===== config.mk =====
export PLATFORM = sky130hd
export DESIGN_NAME = bus_arbiter
export DESIGN_NICKNAME = d
export VERILOG_FILES = /design/src/arb_pkg.sv /design/src/snoop_tags.sv /design/src/bus_arbiter.sv
export SDC_FILE = /design/constraint.sdc
export NUM_CORES = 2
export LEC_CHECK = 0
export BUFFER_PORTS_ARGS = -buffer_cell sky130_fd_sc_hd__clkbuf_2
export CAP_MARGIN = 20
export CORE_AREA = 5 5 232 234
export CTS_BUF_LIST = sky130_fd_sc_hd__clkbuf_8
export CTS_CLUSTER_SIZE = 12
export DETAILED_ROUTE_END_ITERATION = 8
export DIE_AREA = 0 0 237 239
export PLACE_DENSITY = 0.69
export SYNTH_ARGS = -nofsm -noshare
export SYNTH_HDL_FRONTEND = slang
export SYNTH_SLANG_ARGS = --single-unit

===== constraint.sdc =====
create_clock -name clk_sys -period 1.52 [get_ports clk_sys]
set_input_delay 0.152 -clock clk_sys [delete_from_list [all_inputs] [get_ports clk_sys]]
set_output_delay 0.152 -clock clk_sys [all_outputs]
set_load 0.005 [all_outputs]

===== src/arb_pkg.sv =====
package arb_pkg;

    // Physical address width of the bus.
    localparam int ADDR_W      = 36;
    // Lowest address bit that takes part in a snoop compare (32-byte lines).
    localparam int LINE_LSB    = 5;
    // Number of tag entries held by the snoop filter.
    localparam int SNOOP_LINES = 16;
    // Active-low lines: values for asserted and deasserted.
    localparam logic ACT   = 1'h0;
    localparam logic INACT = 1'h1;

    // Current owner of the bus; the core owns it when no grant is active.
    typedef enum logic [2:0] {
        OWN_CORE,
        OWN_GEN,
        OWN_DUAL,
        OWN_PGEN,
        OWN_PDUAL
    } owner_e;

endpackage


===== src/snoop_tags.sv =====
`timescale 1ns/1ps
// Fully associative line-address store with snoop invalidation.
module snoop_tags #(
    parameter int LINES = arb_pkg::SNOOP_LINES,
    parameter int TAG_W = arb_pkg::ADDR_W - arb_pkg::LINE_LSB
) (
    // Clock and reset.
    input  wire logic                     clk_sys,
    input  wire logic                     reset,
    // Fill port from the core's cache controller.
    input  wire logic                     fill_valid,
    input  wire logic [TAG_W-1:0]         fill_tag,
    input  wire logic [$clog2(LINES)-1:0] fill_index,
    // Snoop lookup port.
    input  wire logic                     lookup,
    input  wire logic [TAG_W-1:0]         lookup_tag,
    // Lookup result and entry valid vector.
    output logic                          hit,
    output logic [LINES-1:0]              valid
);
    import arb_pkg::*;

    // Registered state of the store.
    typedef struct packed {
        logic [LINES-1:0][TAG_W-1:0] tag;
        logic [LINES-1:0]            vld;
        logic                        hit;
    } tags_s;

    tags_s st;
    tags_s next_st;

    // A fill and a snoop on the same entry in one cycle: the snoop wins,
    // since leaving a stale line valid would break coherency.
    always_comb begin
        next_st = st;
        next_st.hit = 1'h0;
        if (fill_valid) begin
            next_st.tag[fill_index] = fill_tag;
            next_st.vld[fill_index] = 1'h1;
        end
        if (lookup) begin
            for (int i = 0; i < LINES; i++) begin
                if (st.vld[i] && st.tag[i] == lookup_tag) begin
                    next_st.vld[i] = 1'h0;
                    next_st.hit = 1'h1;
                end
            end
        end
    end

    // Valid bits, tags and the hit flag all clear on reset.
    always_ff @(posedge clk_sys) begin
        if (reset) begin
            st <= '0;
        end else begin
            st <= next_st;
        end
    end

    assign hit   = st.hit;
    assign valid = st.vld;
endmodule


===== src/bus_arbiter.sv =====
`timescale 1ns/1ps
// Summary of operation
// - Fixed priority: pdual, steal, pgen, dual, gen.
// - Higher request than owner raises release; steal spares a dual owner.
// - General owner kept while nothing outranks it and it still requests or is active.
// - Request, grant, release lines are active low.
// - Asserted grant names owner; none means core.
// - Snoop strobe sampled every clock edge.
// - Snoop inputs valid only under dual grants.
// - Valid snoop compares bits 35..5, invalidates hits.
// - Deasserted strobe leaves the cache unchanged.
// - Idle bus goes to highest pending requester.
// - After owner drops active, release drops.
module bus_arbiter #(
    parameter int LINES = arb_pkg::SNOOP_LINES
) (
    // Clock and reset.
    input  wire logic                            clk_sys,
    input  wire logic                            reset,
    // Active-low requests from external masters.
    input  wire logic                            general_bus_request_n,
    input  wire logic                            dual_bus_request_n,
    input  wire logic                            priority_general_request_n,
    input  wire logic                            priority_dual_request_n,
    input  wire logic                            owner_active_n,
    // Core's own need for the bus, active high.
    input  wire logic                            core_steal,
    // Snoop inputs from the owning master.
    input  wire logic                            snoop_strobe_n,
    input  wire logic [arb_pkg::ADDR_W-1:0]      bus_address,
    // Cache fill port from the core.
    input  wire logic                            fill_valid,
    input  wire logic [arb_pkg::ADDR_W-1:0]      fill_address,
    input  wire logic [$clog2(LINES)-1:0]        fill_index,
    // Active-low grants and release toward masters.
    output logic                                 general_bus_grant_n,
    output logic                                 dual_bus_grant_n,
    output logic                                 priority_general_grant_n,
    output logic                                 priority_dual_grant_n,
    output logic                                 bus_release_request_n,
    // Snoop result and line valid vector.
    output logic                                 snoop_hit,
    output logic [LINES-1:0]                     line_valid
);
    import arb_pkg::*;

    localparam int TAG_W = ADDR_W - LINE_LSB;

    // Whole state of the arbiter.
    typedef struct packed {
        owner_e owner;
        logic   gnt_gen;
        logic   gnt_dual;
        logic   gnt_pgen;
        logic   gnt_pdual;
        logic   rel;
        logic   snoop_go;
        logic [TAG_W-1:0] snoop_tag;
    } arb_s;

    arb_s st;
    arb_s next_st;

    // Picks the highest pending external requester for an idle bus.
    function automatic owner_e pick(input logic pd, input logic pg,
                                    input logic d, input logic g);
        if (pd) begin
            pick = OWN_PDUAL;
        end else if (pg) begin
            pick = OWN_PGEN;
        end else if (d) begin
            pick = OWN_DUAL;
        end else if (g) begin
            pick = OWN_GEN;
        end else begin
            pick = OWN_CORE;
        end
    endfunction

    // Decoded request levels, active high inside.
    logic rq_g;
    logic rq_d;
    logic rq_pg;
    logic rq_pd;
    logic active;
    logic outranked;

    // Active-low pins are inverted once here.
    always_comb begin
        rq_g   = (general_bus_request_n == ACT);
        rq_d   = (dual_bus_request_n == ACT);
        rq_pg  = (priority_general_request_n == ACT);
        rq_pd  = (priority_dual_request_n == ACT);
        active = (owner_active_n == ACT);
    end

    // Whether a pending request outranks the current external owner.
    always_comb begin
        case (st.owner)
            OWN_GEN:   outranked = rq_pd || core_steal || rq_pg
                                   || rq_d;
            OWN_DUAL:  outranked = rq_pd || rq_pg;
            OWN_PGEN:  outranked = rq_pd || core_steal;
            OWN_PDUAL: outranked = 1'h0;
            default:   outranked = 1'h0;
        endcase
    end

    // Ownership sequence: idle grant, release, wait for owner to finish,
    // then one cycle back at the core before the next grant, which
    // gives the dead cycle the masters expect.
    always_comb begin
        next_st = st;
        next_st.snoop_go = 1'h0;
        if (st.owner == OWN_CORE) begin
            next_st.rel = 1'h0;
            // The top request outranks the core's own cycle steal.
            if (rq_pd) begin
                next_st.owner = OWN_PDUAL;
            end else if (!core_steal) begin
                next_st.owner = pick(rq_pd, rq_pg, rq_d, rq_g);
            end
        end else if (!active && st.rel) begin
            // Owner has let go after a release; return to the core.
            next_st.owner = OWN_CORE;
            next_st.rel   = 1'h0;
        end else if (!active && !outranked && st.owner == OWN_GEN
                     && !rq_g) begin
            next_st.owner = OWN_CORE;
        end else if (!active && st.owner != OWN_GEN
                     && !(rq_pd || rq_pg || rq_d)) begin
            // Owner finished with its request withdrawn.
            next_st.owner = OWN_CORE;
        end else begin
            next_st.rel = outranked;
        end
        // Grant outputs follow the owner; none set means the core.
        next_st.gnt_gen   = (next_st.owner == OWN_GEN);
        next_st.gnt_dual  = (next_st.owner == OWN_DUAL);
        next_st.gnt_pgen  = (next_st.owner == OWN_PGEN);
        next_st.gnt_pdual = (next_st.owner == OWN_PDUAL);
        // Strobe taken every edge but only acted on under a dual grant.
        if ((st.gnt_dual || st.gnt_pdual)
            && snoop_strobe_n == ACT) begin
            next_st.snoop_go  = 1'h1;
            next_st.snoop_tag = bus_address[ADDR_W-1:LINE_LSB];
        end
    end

    // One register stage for the whole state.
    always_ff @(posedge clk_sys) begin
        if (reset) begin
            st <= '0;
        end else begin
            st <= next_st;
        end
    end

    // Pins are driven active low straight from flip-flops.
    always_comb begin
        general_bus_grant_n      = ~st.gnt_gen;
        dual_bus_grant_n         = ~st.gnt_dual;
        priority_general_grant_n = ~st.gnt_pgen;
        priority_dual_grant_n    = ~st.gnt_pdual;
        bus_release_request_n    = ~st.rel;
    end

    // Tag store looked up with the registered snoop address.
    snoop_tags #(
        .LINES (LINES),
        .TAG_W (TAG_W)
    ) u_tags (
        .clk_sys    (clk_sys),
        .reset      (reset),
        .fill_valid (fill_valid),
        .fill_tag   (fill_address[ADDR_W-1:LINE_LSB]),
        .fill_index (fill_index),
        .lookup     (st.snoop_go),
        .lookup_tag (st.snoop_tag),
        .hit        (snoop_hit),
        .valid      (line_valid)
    );
endmodule


---- After elaboration in Yosys (flattened, before gate mapping) ----
Index checks and enable logic that the tools add are counted.
W data, S select, Z words.
operators by class
  reduce and logical (&&, ||, !) cells .... 36
  mux-type cells .......................... 49
  magnitude comparators ................... 2
  bitwise gates (word level) .............. 13
  equality and inequality tests ........... 24
operators with widths
  operator              number
  $bwmux W496           1
  $eq A31 B31 Y1        16
  $demux W31 S4         1
  $mux W1               32
  $mux W32              1
  $mux W31              1
  $logic_and A1 B1 Y1   24
  $mux W3               6
  $mux W17              1
  $mux W16              1
  $or A16 B16 Y16       1
  $eq A3 B2 Y1 const B  4
  $not A1 Y1            12
  $eq A3 B1 Y1 const B  2
  $logic_or A1 B1 Y1    6
  $mux W2               3
  $lt A4 B5 Y1 const B  1
  $demux W1 S4          1
  $ge A4 B1 Y1 const B  1
  $eq A3 B3 Y1 const B  1
  $logic_not A3 Y1      1
  $ne A3 B1 Y1 const B  1
  $pmux W1 S3           1
  $reduce_or A3 Y1      1
  3 further kinds       4
storage, ports and cells
  output and inout bits ................... 22
  logic and storage cells ................. 150
  flip-flop bits (word level) ............. 553

---- Logic depth before layout (Yosys ltp) ----
  depth after elaboration ................. 23
  mapped depth ............................ 8
  gate-level depth less buffers ........... 6

---- Modules after synthesis ----
Synthesis repeated with hierarchy kept, for this count alone.
second synthesis, totals
  cell total of the unflattened synthesis .. 3,236
  area total of the unflattened synthesis .. 25,538.2 um^2
modules (own cells, without submodules)
  module       instances  cells an instance  area an instance (um^2)
  snoop_tags   1          3,055              24,070.6
  bus_arbiter  1          181                1,467.7

---- Worst setup path after synthesis ----
No wires, ideal clock.
  kind .................................... reg2reg
  start ................................... register st[17] (netlist bit)
  end ..................................... register u_tags.st, in the netlist u_tags.hit
  setup time .............................. 0.081 ns
  setup slack ............................. -0.146 ns
  stages on the path, launching flop included .. 9
  period minus slack after synthesis ...... 1.666 ns
  data arrival time ....................... 1.585 ns
  path through ............................ dfxtp_1 buf_6 buf_12 xor2_1 nor4_2 nand2_1 nor4_2 nor4_1 a41oi_1
on the way
  word-level cells in the longest chain between the ends .. 18
RTL lines
  element                 line                text
  start, declared         bus_arbiter.sv:61   arb_s st;
  start signal, assigned  bus_arbiter.sv:155  st <= next_st;
  $eq A31 B31 Y1          snoop_tags.sv:44    if (st.vld[i] && st.tag[i] == lookup_tag) begin
  $logic_and A1 B1 Y1     snoop_tags.sv:44
  $mux W2                 snoop_tags.sv:44
  $mux W1 (14 in a row)   snoop_tags.sv:44
  $mux W1 *               snoop_tags.sv:44
  end signal, assigned    snoop_tags.sv:57    st <= next_st;
  end, declared           snoop_tags.sv:30    tags_s st;
Mark *: on every way between the ends. The rest lies on a longest branch, timed or not.
A chain may end at the register's enable or synchronous reset.

---- Worst setup path after layout ----
  start ................................... register st[11] (netlist bit)
  end ..................................... register u_tags.st, in the netlist u_tags.hit
The elaborated chain is that of the path after synthesis.

==> results.yml <==
grt:
  grt_pass1_vias: 22000
  grt_max_degree: 71
  grt_usage_pct: 32.3
  antenna_found_initial: 3
  grt_pass1_wl_mm: 140
  overflow: 0
timing:
  hold_viol: 0
  fmax_mhz: 467
  clock-skew-final_ns: 0.0381
  slew_headroom_pct: 53.6
  slew_violations: 0
  rsz0062_at_grt: "yes"
  layout_setup_ws_ns: -0.620
  tightest_slew_ns: 0.696
  min_period_over_period_pct: 141
  setup_viol: 17
  period_needed_ns: 2.14
finish:
  syn_to_final_growth_pct: 26.5
  multi_input_area_sq_um: 13400
  layout.cells.non_filler: 4258
  stdcell_area_sq_um: 32100
  n_fill_cell: 4284
  register_area_sq_um: 11100
  drive_above_1_share_pct: 19.2
  postLayoutCoreUtil_pct: 61.9
  nets: 3586
synth:
  synth_fp_nets: 3325
  ys_seq_elements: 553
  yosysUniqueCellTypes: 35
  async_flop_share_pct: 0
  synthTopCellsByCount: "1,087 x nand2_1, 553 x dfxtp_1, 530 x a21oi_1"
  synth-edff-count: 0
  yosysWarnings: 0
  synth_area_per_cell_sq_um: 7.83
  netlist_area_sq_um: 25400
  synth-main-ff-cell: "dfxtp_1"
  netlist_top_cells_area: "dfxtp_1 44%, nand2_1 16%, xor2_1 13%"
  syn_inst: 3239
  synth.most_common_cell: "nand2_1"
  synth_top_area_cell: "dfxtp_1"
  yosysSeqAreaShare_pct: 43.6
  yosys.area.top_type_share_pct: 43.6
die:
  die_w_um: 237
  core_sq_um: 51800
  dieArea_sq_um: 56600
  die_h_um: 239
  num_rows: 84
  ios: 108
  start_util_pct: 49.0
detailed_routing:
  drt_wl_total_mm: 96.8
  routed_via_density: 5.63
  wl_per_cell_um: 22.7
  vias: 24000
  drc: 0
  drt_first_pass_iters: 6
  ant_nets: 0
  drt-initial-drc-count: 3244
placement:
  portBuffers: 97
  gp_congestion: 0.952
  dpl_cell_area_sq_um: 28300
  place_inst: 3984
  hpwl_mm: 59.8
worst_setup_path:
  crit_required_ns: 2.13
  r2r-end: "u_tags.hit"
  path_max_fanout: 3
  r2r_slack_ns: -0.62
  r2r_cells: 9
  startpoint_type: "flip-flop"
  critPathCaptureType: "flip-flop"
  critPathArrivalTime_ns: 2.75
  crit_start: "st[11]"
  worst-setup-path-type: "flip-flop to flip-flop"
  r2r_start: "st[11]"
worst_hold_path:
  hold_end: "st[32]"
  min_from: "core_steal"
  hold_depth: 5
  worstHoldPathType: "primary input to flip-flop"
clock_tree:
  htree_levels: 3
  clock_latency_ns: 0.69
  root_buffer: "clkbuf_8"
  cts_buffer_depth: 3
  cts_sinks: 553
  clk_pin_slew_ns: 0.06
  cts_made_buffers: 92
  cts_tree: "yes"
run_status:
  violations: "setup timing"
  status: "finished, violations left"
pwr:
  power.density_nw_per_um2: 1040
  cellLeakagePower_nw: 13.6
  ir_worst_vdd_v: 0.000572
flow_run:
  max_cap_violations: 0
==> logic make-up after synthesis <==
group	share of synthesized area (%)
buffers and inverters	6.36
AO/OA/AOI/OAI	11.3
flip-flops	43.6
AND/OR/NAND/NOR	21.6
XOR/XNOR	17.1
==> layout make-up <==
cell class | instances | share of cell area (%)
well taps | 688 | 2.68
repair buffers | 474 | 14.9
flip-flops and latches | 553 | 34.7
inverters | 7 | 0.0819
clock inverters | 36 | 0.499
clock buffers | 124 | 5.32
diodes | 4 | 0.0312
multi-input cells | 2372 | 41.8
==> through the flow <==
step	power (mW)	hold WS (ns)	worst slack [ns]	setup TNS (ns)
floorplan	17.6	0.268	-0.146	-0.411
global placement	19.5	0.389	-0.814	-8.53
detailed placement	19.5	0.385	-0.853	-9.07
CTS	33.1	0.00282	-0.614	-7.03
global route	34.3	0.0770	-0.661	-8.67
finish	33.4	0.0647	-0.620	-7.81
==> power breakdown <==
part | switching [mW] | total (mW) | internal (mW)
Clock | 6.22 | 13.4 | 7.23
Sequential | 0.224 | 15.0 | 14.7
Combinational | 2.97 | 5.00 | 2.03
Total | 9.41 | 33.4 | 24.0
==> per-layer routing <==
metal | wire length [um] | global-route usage [%] | vias up
met1 | 37200 | 42.9 | 11300
met5 | 12 | 0 | -
met3 | 11300 | 7.07 | 310
met4 | 5130 | 15.1 | 2
li1 | - | - | 11000
met2 | 43100 | 50.6 | 1438
==> state kept, by name (all words and copies together), names as in the netlist <==
| register | count |
|---|---|
| u_tags.st | 496 |
| st | 40 |
| u_tags.valid | 16 |
| u_tags.hit | 1 |
==> cell usage in the layout (no fill, tap or decap), drive strengths merged, types with 37 or more instances in the layout <==
master          n
a21oi         530
nand2        1087
inv            37
nand4          49
xor2          384
xnor2         112
dfxtp         553
dlygate4sd3    66
buf           311
nor2           38
clkbuf        221
nor4          117
==> worst max-delay path by stage <==
stage / slack [ns] / end / depth (start not counted)
final: -0.62 / u_tags.hit / 9
after global routing: -0.66 / u_tags.hit / 9
after CTS: -0.61 / u_tags.hit / 8
after detailed placement: -0.85 / u_tags.hit / 8
after global placement: -0.81 / u_tags.hit / 8
after floorplan: -0.15 / u_tags.hit / 8
==> worst max-delay path, cell delays in order (launching register included) <==
cell	delay [ns]
dfxtp_2	0.32
buf_6	0.12
xor2_1	0.16
nor4_1	0.28
buf_4	0.16
nand4_1	0.16
nor4_4	0.42
buf_4	0.19
nor4_4	0.05
a41oi_2	0.20
==> timing repair <==
action	in CTS	in global routing
cloned	0	1
pin swaps	49	58
gates resized for setup	118	87
setup endpoints to repair	18	23
hold buffers	66	0
endpoints found under the hold margin	471	0
setup buffers	22	25
Note: power is estimated with default switching activity, not from simulation.
